[src/overflow_timer_pkg.sv]
// constants and carrier types for the overflow timer block
// assumes an apb slave with 32-bit data and byte addresses
package overflow_timer_pkg;

  // register indices as printed; byte address is four times the index
  localparam logic [9:0] idx_timer_count_value = 10'h001;
  localparam logic [9:0] idx_option = 10'h081;
  localparam logic [9:0] idx_interrupt_control_register = 10'h00b;
  localparam logic [9:0] idx_irq_status = 10'h010;
  localparam logic [9:0] idx_irq_clear = 10'h011;
  localparam logic [9:0] idx_irq_enable = 10'h012;

  localparam int unsigned addr_w = 12;
  localparam logic [11:0] addr_timer = {idx_timer_count_value, 2'b00};
  localparam logic [11:0] addr_option = {idx_option, 2'b00};
  localparam logic [11:0] addr_interrupt_control_register =
    {idx_interrupt_control_register, 2'b00};
  localparam logic [11:0] addr_status = {idx_irq_status, 2'b00};
  localparam logic [11:0] addr_clear = {idx_irq_clear, 2'b00};
  localparam logic [11:0] addr_enable = {idx_irq_enable, 2'b00};

  // field positions
  localparam int unsigned owner_bit = 3;
  localparam int unsigned ratio_lsb = 0;
  localparam int unsigned ratio_w = 3;
  localparam int unsigned irq_enable_bit = 5;
  localparam int unsigned flag_bit = 2;
  localparam int unsigned status_ovf_bit = 0;

  // reset values
  localparam logic [7:0] option_reset = 8'hff;
  localparam logic [7:0] timer_reset = 8'h00;

  // timing counts, in instruction cycles
  localparam logic [1:0] write_hold_cycles = 2'h2;

  typedef struct packed {
    logic [3:0] upper;
    logic owner_wdt;
    logic [2:0] ratio;
  } option_type;

endpackage : overflow_timer_pkg

[src/overflow_timer.sv]
// overflow_timer: 8-bit overflow counter with shared prescaler, apb regs
// assumes one pclk cycle per instruction cycle and synchronous inputs
//
// Overview of operation
// (RULE1) eight-bit up-counter, one step per cycle without prescaler
// (RULE2) one prescaler shared with watchdog; owner bit 3, ratio bits 2..0
// (RULE3) watchdog owns prescaler gives 1:1; else ratios 1:2 to 1:256
// (RULE4) counter value read and written by software at index 01h
// (RULE5) after a counter write, no counting for the next two cycles
// (RULE6) rollover from ffh to 00h sets overflow flag, requests interrupt
// (RULE7) request suppressed while enable bit 5 of interrupt control is clear
// (RULE8) flag stays set until software clears it before re-enabling
// (RULE9) counter stops during sleep, so no overflow wake from sleep
// (RULE10) counter write clears prescaler count while timer owns prescaler
// (RULE11) watchdog clear instruction clears prescaler while watchdog owns it
// (RULE12) prescaler count is never visible or writable through registers
// (RULE13) flag sets on every rollover; enable gates only the request
// (RULE14) counter wraps from maximum to zero and keeps counting
//
// The APB slave port was chosen for this implementation.
`timescale 1ns/100ps
`default_nettype none
module overflow_timer #(
  parameter int unsigned PRESCALE_W = 8
) (
  // clock and reset
  input wire logic pclk,
  input wire logic presetn,
  // apb slave
  input wire logic psel,
  input wire logic penable,
  input wire logic pwrite,
  input wire logic [11:0] paddr,
  input wire logic [31:0] pwdata,
  input wire logic [3:0] pstrb,
  output logic pready,
  output logic [31:0] prdata,
  output logic pslverr,
  // core side
  input wire logic sleep_mode,
  input wire logic watchdog_tick,
  input wire logic watchdog_clear_instruction,
  output logic watchdog_count_tick,
  // interrupt
  output logic irq
);

  // register state
  logic [7:0] timer_q;
  logic [7:0] timer_d;
  overflow_timer_pkg::option_type option_q;
  overflow_timer_pkg::option_type option_d;
  logic flag_q;
  logic flag_d;
  logic en_q;
  logic en_d;
  logic [1:0] hold_q;
  logic [1:0] hold_d;
  logic irq_q;
  logic wdt_q;
  logic pready_q;
  logic pslverr_q;
  logic [31:0] prdata_q;

  function automatic logic reg_hit(input logic [11:0] a,
                                   input logic [11:0] t);
    reg_hit = (a == t);
  endfunction : reg_hit

  // bus phases
  wire setup = psel & ~penable;
  wire access = psel & penable & pready_q;
  wire wr = access & pwrite & pstrb[0];
  wire [7:0] wbyte = pwdata[7:0];

  // address decode
  wire hit_tmr = reg_hit(paddr, overflow_timer_pkg::addr_timer); // RULE4
  wire hit_opt = reg_hit(paddr, overflow_timer_pkg::addr_option);
  wire hit_int = reg_hit(paddr, overflow_timer_pkg::addr_interrupt_control_register);
  wire hit_sts = reg_hit(paddr, overflow_timer_pkg::addr_status);
  wire hit_clr = reg_hit(paddr, overflow_timer_pkg::addr_clear);
  wire hit_en = reg_hit(paddr, overflow_timer_pkg::addr_enable);
  // prescaler count has no address on purpose
  wire mapped = hit_tmr | hit_opt | hit_int | hit_sts | hit_clr |
                hit_en; // RULE12

  wire tmr_wr = wr & hit_tmr; // RULE4
  wire opt_wr = wr & hit_opt;
  wire int_wr = wr & hit_int;
  wire clr_wr = wr & hit_clr;
  wire en_wr = wr & hit_en;

  // read data
  wire [7:0] interrupt_control_register_view = {2'b00, en_q, 2'b00, flag_q, 2'b00};
  wire [31:0] rd_sel = hit_tmr ? {24'h000000, timer_q} :
                       hit_opt ? {24'h000000, option_q} :
                       hit_int ? {24'h000000, interrupt_control_register_view} :
                       hit_sts ? {31'h00000000, flag_q} :
                       hit_en ? {31'h00000000, en_q} :
                       32'h00000000;

  // prescaler ownership and steering
  wire owner_wdt = option_q.owner_wdt; // RULE2
  wire pre_tick_in = owner_wdt ? watchdog_tick : ~sleep_mode; // RULE2
  wire pre_clear = owner_wdt ? watchdog_clear_instruction :
                   tmr_wr; // RULE10 RULE11
  wire pre_tick_out;
  wire [PRESCALE_W-1:0] pre_count;

  ratio_prescaler #(
    .WIDTH(PRESCALE_W)
  ) u_prescaler (
    .pclk(pclk),
    .presetn(presetn),
    .tick_in(pre_tick_in),
    .clear(pre_clear),
    .ratio(option_q.ratio),
    .tick_out(pre_tick_out),
    .count(pre_count)
  );

  // counting
  wire rate_tick = owner_wdt ? 1'b1 : pre_tick_out; // RULE3
  wire hold_free = (hold_q == 2'h0);
  // sleep freezes the count, so it cannot overflow while asleep
  wire inc = rate_tick & hold_free & ~sleep_mode &
             ~tmr_wr; // RULE1 RULE5 RULE9
  wire ovf = inc & (timer_q == 8'hff); // RULE6

  assign timer_d = tmr_wr ? wbyte :
                   (inc ? timer_q + 8'h01 : timer_q); // RULE1 RULE14
  // written value stands for two cycles; software can pre-compensate
  assign hold_d = tmr_wr ? overflow_timer_pkg::write_hold_cycles :
                  (hold_free ? hold_q : hold_q - 2'h1); // RULE5
  assign option_d = opt_wr ? overflow_timer_pkg::option_type'(wbyte) :
                    option_q;

  // flag: hardware set wins over any same-cycle software clear
  wire flag_clr = (int_wr & ~wbyte[overflow_timer_pkg::flag_bit]) |
                  (clr_wr & wbyte[overflow_timer_pkg::status_ovf_bit]);
  assign flag_d = ovf | (flag_q & ~flag_clr); // RULE6 RULE8 RULE13
  assign en_d = int_wr ? wbyte[overflow_timer_pkg::irq_enable_bit] :
                (en_wr ? wbyte[overflow_timer_pkg::status_ovf_bit] : en_q);

  always_ff @(posedge pclk or negedge presetn) begin
    if (!presetn) begin
      timer_q <= overflow_timer_pkg::timer_reset;
      option_q <= overflow_timer_pkg::option_type'(
                    overflow_timer_pkg::option_reset);
      hold_q <= 2'h0;
      flag_q <= 1'b0;
      en_q <= 1'b0;
    end else begin
      timer_q <= timer_d;
      option_q <= option_d;
      hold_q <= hold_d;
      flag_q <= flag_d;
      en_q <= en_d;
    end
  end

  // outputs, all registered
  always_ff @(posedge pclk or negedge presetn) begin
    if (!presetn) begin
      irq_q <= 1'b0;
      wdt_q <= 1'b0;
    end else begin
      irq_q <= flag_d & en_d; // RULE7 RULE13
      // watchdog sees the raw tick when the timer holds the prescaler
      wdt_q <= owner_wdt ? pre_tick_out : watchdog_tick; // RULE2
    end
  end

  // zero-wait slave: data captured in setup, ready in access
  always_ff @(posedge pclk or negedge presetn) begin
    if (!presetn) begin
      pready_q <= 1'b0;
      pslverr_q <= 1'b0;
      prdata_q <= 32'h00000000;
    end else begin
      pready_q <= setup;
      pslverr_q <= setup & ~mapped;
      if (setup) begin
        prdata_q <= rd_sel;
      end
    end
  end

  assign pready = pready_q;
  assign pslverr = pslverr_q;
  assign prdata = prdata_q;
  assign irq = irq_q;
  assign watchdog_count_tick = wdt_q;
endmodule : overflow_timer
`default_nettype wire

[src/ratio_prescaler.sv]
// shared 8-bit prescaler with power-of-two output ratio
// assumes tick_in and clear are one-cycle pulses on pclk
`timescale 1ns/100ps
`default_nettype none
module ratio_prescaler #(
  parameter int unsigned WIDTH = 8
) (
  // clock and reset
  input wire logic pclk,
  input wire logic presetn,
  // count control
  input wire logic tick_in,
  input wire logic clear,
  input wire logic [2:0] ratio,
  // result
  output logic tick_out,
  output logic [WIDTH-1:0] count
);

  logic [WIDTH-1:0] count_q;
  logic [WIDTH-1:0] count_d;
  wire [WIDTH-1:0] mask;

  // ratio n divides by two to the n plus one
  assign mask = ~({WIDTH{1'b1}} << ({1'b0, ratio} + 4'h1));
  assign tick_out = tick_in & ~clear & ((count_q & mask) == mask);
  // clear wins: a write restarts the ratio from zero
  assign count_d = clear ? '0 : (tick_in ? count_q + WIDTH'(1) : count_q);
  assign count = count_q;

  always_ff @(posedge pclk or negedge presetn) begin
    if (!presetn) begin
      count_q <= '0;
    end else begin
      count_q <= count_d;
    end
  end

endmodule : ratio_prescaler
`default_nettype wire
[config.mk]
export PLATFORM = sky130hd
export DESIGN_NAME = overflow_timer
export DESIGN_NICKNAME = d
export VERILOG_FILES = /design/src/overflow_timer_pkg.sv /design/src/overflow_timer.sv /design/src/ratio_prescaler.sv
export SDC_FILE = /design/constraint.sdc
export NUM_CORES = 1
export LEC_CHECK = 0
export ABC_AREA = 1
export ABC_CLOCK_PERIOD_IN_PS = 2680
export BUFFER_PORTS_ARGS = -buffer_cell sky130_fd_sc_hd__clkbuf_2
export CAP_MARGIN = 10
export CORE_UTILIZATION = 54
export DETAILED_ROUTE_END_ITERATION = 12
export PLACE_DENSITY = 0.91
export SETUP_SLACK_MARGIN = 0.15
export SYNTH_ARGS = -nofsm -noshare
export SYNTH_HDL_FRONTEND = slang
export SYNTH_SLANG_ARGS = --single-unit
[constraint.sdc]
create_clock -name pclk -period 2.68 [get_ports pclk]
set_input_delay 0.134 -clock pclk [delete_from_list [all_inputs] [get_ports pclk]]
set_output_delay 0.134 -clock pclk [all_outputs]
set_load 0.02 [all_outputs]
==> reports/qor.yml, run 1 <==
outcome:
  run_status: "complete, but fails checks"
  violations: "hold timing"
synth:
  synth_edf_count: 0
  synth_seq_cells: 40
  synth_async_sr_flop_share_pct: 100
  yosysSeqAreaShare_pct: 38.8
  netlist.area_leader.share_pct: 30.8
  synth.distinct_cells: 41
  syn_area_um2: 2600
  synth_top_area_cell: "dfrtp_1"
  ys.flop_type: "dfrtp_1"
  synthCells: 318
  synth_warnings: 0
  synth_area_per_cell_um2: 8.19
  yosys-top-cells-area: "dfrtp_1 (31%), nand2_1 (8.2%), dfstp_2 (8.1%), buf_4 (6.9%), nand3_1 (5.0%)"
route:
  drc: 0
  ant_nets: 0
  wire_per_inst_um: 12.9
  via_per_inst: 5.38
  firstDrtPassIters: 4
  drt_first_iter_violations: 147
  vias: 2234
  routed_wl_um: 5360
clock_network:
  cts.repair.resized: 0
  cts_buffer_depth: 2
  cts_root_buf: "clkbuf_8"
  cts.clk_slew.worst_paths_ns: 0.08
  htreeDepth: 2
  cts.hold.buffers_added: 0
  cts_setup_buffers: 0
  cts.sinks: 40
  cts_tree: "yes"
  clk_latency_ns: 0.29
  numCtsBuffers: 5
placement:
  port_buffers: 40
  pre_cts_ws_ns: 0.711
  place_congestion: 0.936
  dp_hpwl_um: 4070
floorplanning:
  start_util_pct: 57.8
  die_h_um: 71.4
  die_area_um2: 5100
  core_area_um2: 4500
  ios: 92
  die_w_um: 71.4
  num_rows: 24
power_and_ir_drop:
  p_leak_uw: 0.00144
  cellPowerDensity_nw_per_um2: 634
  worst_ir_drop_vdd_uv: 376
layout:
  insertedDiodeCount: 0
  area_growth_pct: 8.89
  drive_gt1_share_pct: 26.2
  nets: 423
setup_path:
  worstPathArrival_ns: 2.21
  crit_fanout: 13
  cp_slowest_cell: "dfstp_2"
  worstPathRequired_ns: 2.90
  endpoint_kind: "flop"
  slowest_delay_ns: 0.60
  start_kind: "flop"
  crit_chain: "ha_1 > a21oi_1 > nand3_1 > nand2_1 > nand3_2 > o21bai_4 > nand2_4 > nand2_4 > nand2_1 > o21ai_2"
  worstSetupPathType: "flop to flop"
sta:
  maxSlewHeadroom_pct: 35.8
  worst_clock_skew_ns: 0.00573
  max_freq_mhz: 503
  setup_viol: 0
  setup_ws_ns: 0.693
  rsz0062_at_grt: "no"
  hold_ws_ns: -0.0218
  timing.final.crit_share_pct: 74.1
  slew_viol_final: 0
  worstMarginPinSlew_ns: 0.963
  tns_ns: 0
  min_period_ns: 1.99
  hold_viol_final: 18
global_route:
  grt_pass1_wl_um: 9180
  grt_start_max_net_pins: 41
  grt_pass1_vias: 2100
  grt-ovfl-total: 0
  grt_antenna_before_repair: 0
  grtUsageTotal_pct: 23.0
job:
  maxCapViolCount: 0
min_path:
  hold_path_class: "primary input to async pin"
[power breakdown]
group	switching [uW]	internal (uW)	total, uW	leakage, uW
Combinational	339	218	557	0.000914
Clock	205	183	388	0.0000422
Sequential	127	727	854	0.000487
[logic make-up after synthesis]
family / count (synthesis) / share of synthesized area (%)
and+or+nand+nor: 153 / 29.4
buffers and inverters: 64 / 13.4
AOI/OAI and AO/OA: 41 / 10.6
DFF: 40 / 38.8
xor gates and xnor gates: 8 / 2.69
muxes: 6 / 2.59
adders and majority gates: 5 / 2.40
other: 1 / 0.144
[area by class of cell]
type,count,area [um2]
clock buffers,7,76.3
well taps,52,65.1
multi-input cells,237,1330
repair buffers,41,208
clock inverters,1,5.00
flip-flops and latches,40,1010
fillers,387,1670
inverters,37,139
[cells in the final DEF, fill, tap and decap left out, types with 2 or more instances in the layout]
cell type	netlist	final
clkbuf_1	1	2
o21ai_2	5	5
nand2_4	3	3
xnor2_1	2	2
nor2_1	32	32
clkbuf_2	0	40
o221ai_1	2	2
dfrtp_1	32	32
xor2_1	6	6
nand2_2	11	11
nand3_2	2	2
o21ai_0	11	11
conb_1	1	24
nand4_1	4	4
nor3_1	7	7
nand3_1	26	26
o21ai_1	7	7
a221oi_1	4	4
mux2_1	6	6
a21oi_1	6	6
dfstp_2	8	8
ha_1	5	5
nand2_1	57	57
inv_1	26	26
clkbuf_8	0	5
nor2_4	4	4
inv_2	11	11
[synthesized netlist by cell type (2+ instances only)]
cell type,number
inv_2,11
nand2_2,11
ha_1,5
o21ai_1,7
xnor2_1,2
nor2_4,4
nor3_1,7
nor2_1,32
nand3_2,2
mux2_1,6
xor2_1,6
o221ai_1,2
nand2_4,3
o21ai_0,11
buf_4,24
nand2_1,57
a21oi_1,6
inv_1,26
dfrtp_1,32
dfstp_2,8
nand3_1,26
o21ai_2,5
a221oi_1,4
nand4_1,4
[state kept, by name, indices dropped and copies added (netlist names)]
register             count
pready                   1
owner_wdt                1
en_q                     1
irq                      1
pslverr                  1
u_prescaler.count        8
timer_q                  8
flag_q                   1
watchdog_count_tick      1
option_q                 7
hold_q                   2
prdata                   8
[worst max-delay path, delay by kind of cell, from the launching register on]
kind	cells	cell delay, ns
simple gates	6	0.65
compound gates	3	0.40
flops	1	0.60
fa+ha+maj	1	0.27
[layer usage]
metal,vias to the layer above,part of all wire [%],GRT usage [%]
li1,1090,-,-
met1,1055,39,28.2
met2,79,53,41.2
met3,10,5.7,3.80
met4,0,1.6,7.56
met5,-,0,0
[worst paths after layout]
path	to	cells after the start	startpoint	slack, ns
min	u_prescaler.count[1]	1	presetn	-0.02
min in group pclk	owner_wdt	2	pwdata[3]	0.08
max reg2reg	timer_q[2]	10	option_q[1]	0.69
max in group asynchronous	prdata[6]	1	presetn	2.10
max	timer_q[2]	10	option_q[1]	0.69
min reg2reg	prdata[2]	2	prdata[2]	0.49
[metrics by stage]
step / cells / power [uW] / instance area (um2) / util, % / hold WS, ns
6_report: 415 / 1800 / 2840 / 62.9 / -0.0218
3_5_place_dp: 407 / 1420 / 2750 / 61.1 / 0.339
4_1_cts: 415 / 1810 / 2840 / 62.9 / 0.0214
2_1_floorplan: 341 / 1290 / 2690 / - / -0.162
3_3_place_gp: 407 / 1370 / 2750 / 61.1 / 0.327
5_1_grt: 415 / 1920 / 2840 / 62.9 / 0.0893
Note: power is estimated with default switching activity, not from simulation.
==> inputs of run 2 (changes only) <==
ABC_CLOCK_PERIOD_IN_PS = 1730   (was 2680)
CORE_UTILIZATION = 45   (was 54)
PLACE_DENSITY = 0.81   (was 0.91)
clock period = 1.73 ns   (was 2.68 ns; I/O delays follow)
==> reports/qor.yml, run 2 (synthesis gave the netlist of run 1 again) <==
setup_path:
  endpoint_kind: "flop"
  r2r_setup_slack_ns: -0.10
  crit_fanout: 4
  worstPathArrival_ns: 2.02
  r2r-start: "option_q[0]"
  start_kind: "flop"
  worstPathRequired_ns: 1.92
  worstSetupEndpoint: "timer_q[5]"
  crit_path_start: "option_q[0]"
  worstSetupPathType: "flop to flop"
  r2r_end: "timer_q[5]"
  r2r_cells: 10
layout:
  drive_gt1_share_pct: 32.1
  nets: 443
  insertedDiodeCount: 0
  final_cell_mix: "nand2_1 (55), clkbuf_2 (40), dfrtp_1 (32)"
  fill_cells: 507
  final_common_cell: "nand2_1"
  final_util_pct: 55.9
  area_growth_pct: 18.9
clock_network:
  cts.sinks: 40
  htreeDepth: 2
  cts_buffer_depth: 2
  numCtsBuffers: 5
  cts_root_buf: "clkbuf_8"
  cts.clk_slew.worst_paths_ns: 0.08
  clk_latency_ns: 0.29
  cts_tree: "yes"
sta:
  setup_ws_ns: -0.103
  worst_clock_skew_ns: 0.00441
  min_period_ns: 1.83
  timing.final.crit_share_pct: 106
  hold_viol_final: 0
  tns_ns: -0.544
  slew_viol_final: 0
  setup_viol: 9
  rsz0062_at_grt: "yes"
  max_freq_mhz: 546
floorplanning:
  die_h_um: 78.1
  die_area_um2: 6090
  core_area_um2: 5540
  num_rows: 27
  start_util_pct: 47.0
  die_w_um: 78.1
  ios: 92
global_route:
  grt_pass1_wl_um: 9720
  grtUsageTotal_pct: 20.3
  grt_pass1_vias: 2212
  grt_antenna_before_repair: 0
  grt-ovfl-total: 0
  grt_start_max_net_pins: 41
route:
  ant_nets: 0
  drc: 0
  routed_wl_um: 5820
  firstDrtPassIters: 4
  vias: 2331
  wire_per_inst_um: 12.8
  via_per_inst: 5.12
  drt_first_iter_violations: 104
power_and_ir_drop:
  p_leak_uw: 0.00156
  worst_ir_drop_vdd_uv: 556
  cellPowerDensity_nw_per_um2: 932
job:
  maxCapViolCount: 0
placement:
  place_congestion: 0.896
  port_buffers: 40
  dp_hpwl_um: 4360
min_path:
  min_from: "pwdata[6]"
  hold_path_class: "primary input to flop"
outcome:
  violations: "setup timing"
  run_status: "complete, but fails checks"
run 2: how the worst min path moves through the flow:
stage / end / depth (start not counted)
CTS: option_q[6] / 2
global route: option_q[6] / 2
detailed placement: u_prescaler.count[2] / 2
global placement: watchdog_count_tick / 2
floorplan: en_q / 0
finish: option_q[6] / 2
run 2: metrics by stage:
stage | total power (uW) | hold slack (ns) | setup slack, ns | cell area (um2) | instances
after CTS | 2890 | 0.0238 | -0.0623 | 3080 | 454
after detailed placement | 2220 | 0.0792 | -0.0889 | 2910 | 441
after global routing | 3080 | 0.0235 | -0.201 | 3100 | 455
final | 2890 | 0.0276 | -0.103 | 3100 | 455
after global placement | 2160 | 0.0765 | -0.0673 | 2910 | 441
after floorplan | 2010 | -0.209 | 0.00373 | 2710 | 341
run 2: what timing repair did:
action | CTS | global route
cloned | 0 | 1
pin swaps | 3 | 2
gates resized for setup | 9 | 1
hold buffers | 1 | 0
buffers inserted | 4 | 0
endpoints found under the setup margin | 12 | 13
endpoints found under the hold margin | 34 | 0
run 2: report_power, final:
part	leakage (uW)	switching (uW)	total [uW]	internal, uW
clock	0.0000455	317	642	325
sequential	0.000487	195	1320	1130
combinational	0.00103	550	923	373
run 2: routing by layer:
layer | global-route usage [%] | up-vias | wire (um)
li1 | - | 1127 | -
met1 | 24.5 | 1110 | 2400
met2 | 36.8 | 83 | 3070
met3 | 3.49 | 11 | 269
met4 | 5.93 | 0 | 87
met5 | 0 | - | 0
run 2: critical path, cell delays in order, from the launching register on:
cell	delay (ns)
dfstp_2	0.57
ha_4	0.22
a21oi_2	0.12
nand3_1	0.08
nand2_1	0.08
nand3_2	0.09
o21bai_4	0.17
nand2_4	0.12
buf_6	0.14
nand3_1	0.07
nand2_2	0.06
run 2: cell type report:
cell class,instances,area (um2),share of cell area [%]
clock buffers,8,90.1,2.91
multi-input cells,238,1390,45.0
flip-flops and latches,40,1010,32.7
repair buffers,60,369,11.9
inverters,37,141,4.57
well taps,72,90.1,2.91
==> inputs of run 3 (changes only) <==
CELL_PAD_IN_SITES_DETAIL_PLACEMENT = 1   (was unset)
CELL_PAD_IN_SITES_GLOBAL_PLACEMENT = 2   (was unset)
CORE_UTILIZATION = 25   (was 45)
==> reports/qor.yml, run 3 (synthesis gave the netlist of run 1 again) <==
outcome:
  run_status: "complete, but fails checks"
  violations: "setup timing"
global_route:
  grt_start_max_net_pins: 41
  grt-ovfl-total: 0
  grt_pass1_vias: 2353
  grt_pass1_wl_um: 11600
  grt_antenna_before_repair: 0
  grtUsageTotal_pct: 13.5
setup_path:
  slowest_delay_ns: 0.57
  crit_top_cell: "nand3_2"
  endpoint_kind: "flop"
  r2r_cells: 10
  worstPathRequired_ns: 1.94
  r2r-start: "option_q[0]"
  cp_slowest_cell: "dfstp_2"
  r2r_setup_slack_ns: -0.05
  worstPathArrival_ns: 1.99
  crit_buf_inv: 1
  crit_chain: "ha_4 > a21oi_2 > nand3_1 > nand2_1 > nand3_2 > o21bai_4 > nand2_4 > buf_6 > nand3_2 > nand2_2"
  worstSetupPathType: "flop to flop"
  r2r_end: "timer_q[5]"
  critical_path.top_delay_family: "flip-flops"
  crit_fanout: 3
  start_kind: "flop"
power_and_ir_drop:
  worst_ir_drop_vdd_uv: 333
  p_leak_uw: 0.00158
  cellPowerDensity_nw_per_um2: 964
sta:
  timing.final.crit_share_pct: 103
  max_freq_mhz: 563
  worstMarginPinSlew_ns: 0.548
  worst_clock_skew_ns: 0.0101
  maxSlewHeadroom_pct: 63.5
  min_period_ns: 1.78
  hold_viol_final: 0
  rsz0062_at_grt: "yes"
  slew_viol_final: 0
  setup_ws_ns: -0.0468
  setup_viol: 9
job:
  maxCapViolCount: 0
clock_network:
  clk_latency_ns: 0.31
  cts_buffer_depth: 2
  cts.sinks: 40
  cts_tree: "yes"
  numCtsBuffers: 5
  cts_root_buf: "clkbuf_8"
  htreeDepth: 2
  cts.clk_slew.worst_paths_ns: 0.09
floorplanning:
  die_area_um2: 10800
  num_rows: 36
  die_w_um: 104
  ios: 92
  start_util_pct: 26.2
  core_area_um2: 9950
  die_h_um: 104
placement:
  placed_area_um2: 2940
  dp_hpwl_um: 5200
  port_buffers: 40
  place_congestion: 0.790
layout:
  insertedDiodeCount: 0
  nets: 442
  final_common_cell: "nand2_1"
  area_growth_pct: 23.7
  final_cell_mix: "nand2_1 (54), clkbuf_2 (40), dfrtp_1 (32)"
  drive_gt1_share_pct: 33.5
  final_area_um2: 3220
  final_util_pct: 32.4
min_path:
  hold-path-endpoint: "owner_wdt"
  min_from: "pwdata[3]"
  hold_depth: 2
  hold_path_class: "primary input to flop"
route:
  routed_wl_um: 6920
  ant_nets: 0
  wire_per_inst_um: 13.4
  firstDrtPassIters: 4
  vias: 2284
  drc: 0
  drt_first_iter_violations: 57
  via_per_inst: 4.43
## run 3: cell count changes in the layout (fill, tap and decap cells not counted), moves of 2 or more
cell	previous run	this run
buf_4	17	14
clkbuf_1	2	0
dlygate4sd3_1	1	4
nand3_1	25	22
nand3_2	3	6
## run 3: routing by layer
| metal | track usage (%) | routed length, um | up-vias |
|---|---|---|---|
| met5 | 0 | 0 | - |
| met4 | 4.18 | 101 | 0 |
| met3 | 2.94 | 205 | 10 |
| met2 | 23.0 | 3430 | 37 |
| met1 | 16.9 | 3190 | 1117 |
| li1 | - | - | 1120 |
## run 3: layout make-up
cell class	count	area, um2
clock buffers	6	82.6
clock inverters	2	38.8
fillers	1220	6730
inverters	37	139
multi-input cells	238	1430
flip-flops and latches	40	1010
well taps	133	166
repair buffers	59	357
## run 3: timing repair
| action | in CTS | in global routing |
|---|---|---|
| pin swaps | 10 | 5 |
| hold buffers | 4 | 0 |
| endpoints found under the setup margin | 12 | 14 |
| buffers inserted | 2 | 3 |
| endpoints found under the hold margin | 35 | 0 |
| cloned | 1 | 0 |
| resized for setup | 9 | 9 |
## run 3: worst max path at each step
stage,from,to,slack (ns),cells past startpoint
after CTS,option_q[1],timer_q[5],-0.09,10
final,option_q[0],timer_q[5],-0.05,10
after global routing,option_q[0],timer_q[5],-0.13,11
after global placement,option_q[1],timer_q[2],-0.06,10
after floorplan,option_q[1],timer_q[4],0.004,10
after detailed placement,option_q[1],timer_q[2],-0.10,10
## run 3: worst reg2reg max path, delay by kind of cell (launching register included)
| family | cells | cell delay [ns] |
|---|---|---|
| simple gates | 6 | 0.47 |
| flops | 1 | 0.57 |
| fa+ha+maj | 1 | 0.23 |
| compound gates | 2 | 0.26 |
| buf+inv | 1 | 0.15 |
## run 3: per-stage QoR
step | power [uW] | instances | setup TNS [ns] | setup WS [ns] | hold slack, ns
6_report | 3110 | 515 | -0.202 | -0.0468 | 0.0134
5_1_grt | 3350 | 515 | -0.964 | -0.135 | 0.0159
4_1_cts | 3120 | 512 | -0.616 | -0.0880 | 0.0181
3_5_place_dp | 2220 | 497 | -0.621 | -0.104 | 0.196
3_3_place_gp | 2180 | 497 | -0.383 | -0.0641 | 0.191
2_1_floorplan | 2010 | 341 | 0 | 0.00373 | -0.209
## run 3: report_power, final
group          internal (uW)  switching [uW]  total [uW]  leakage, uW
Combinational            366             568         934      0.00103
Clock                    472             374         847    0.0000614
Sequential              1130             199        1330     0.000487
Total                   1960            1140        3110      0.00158
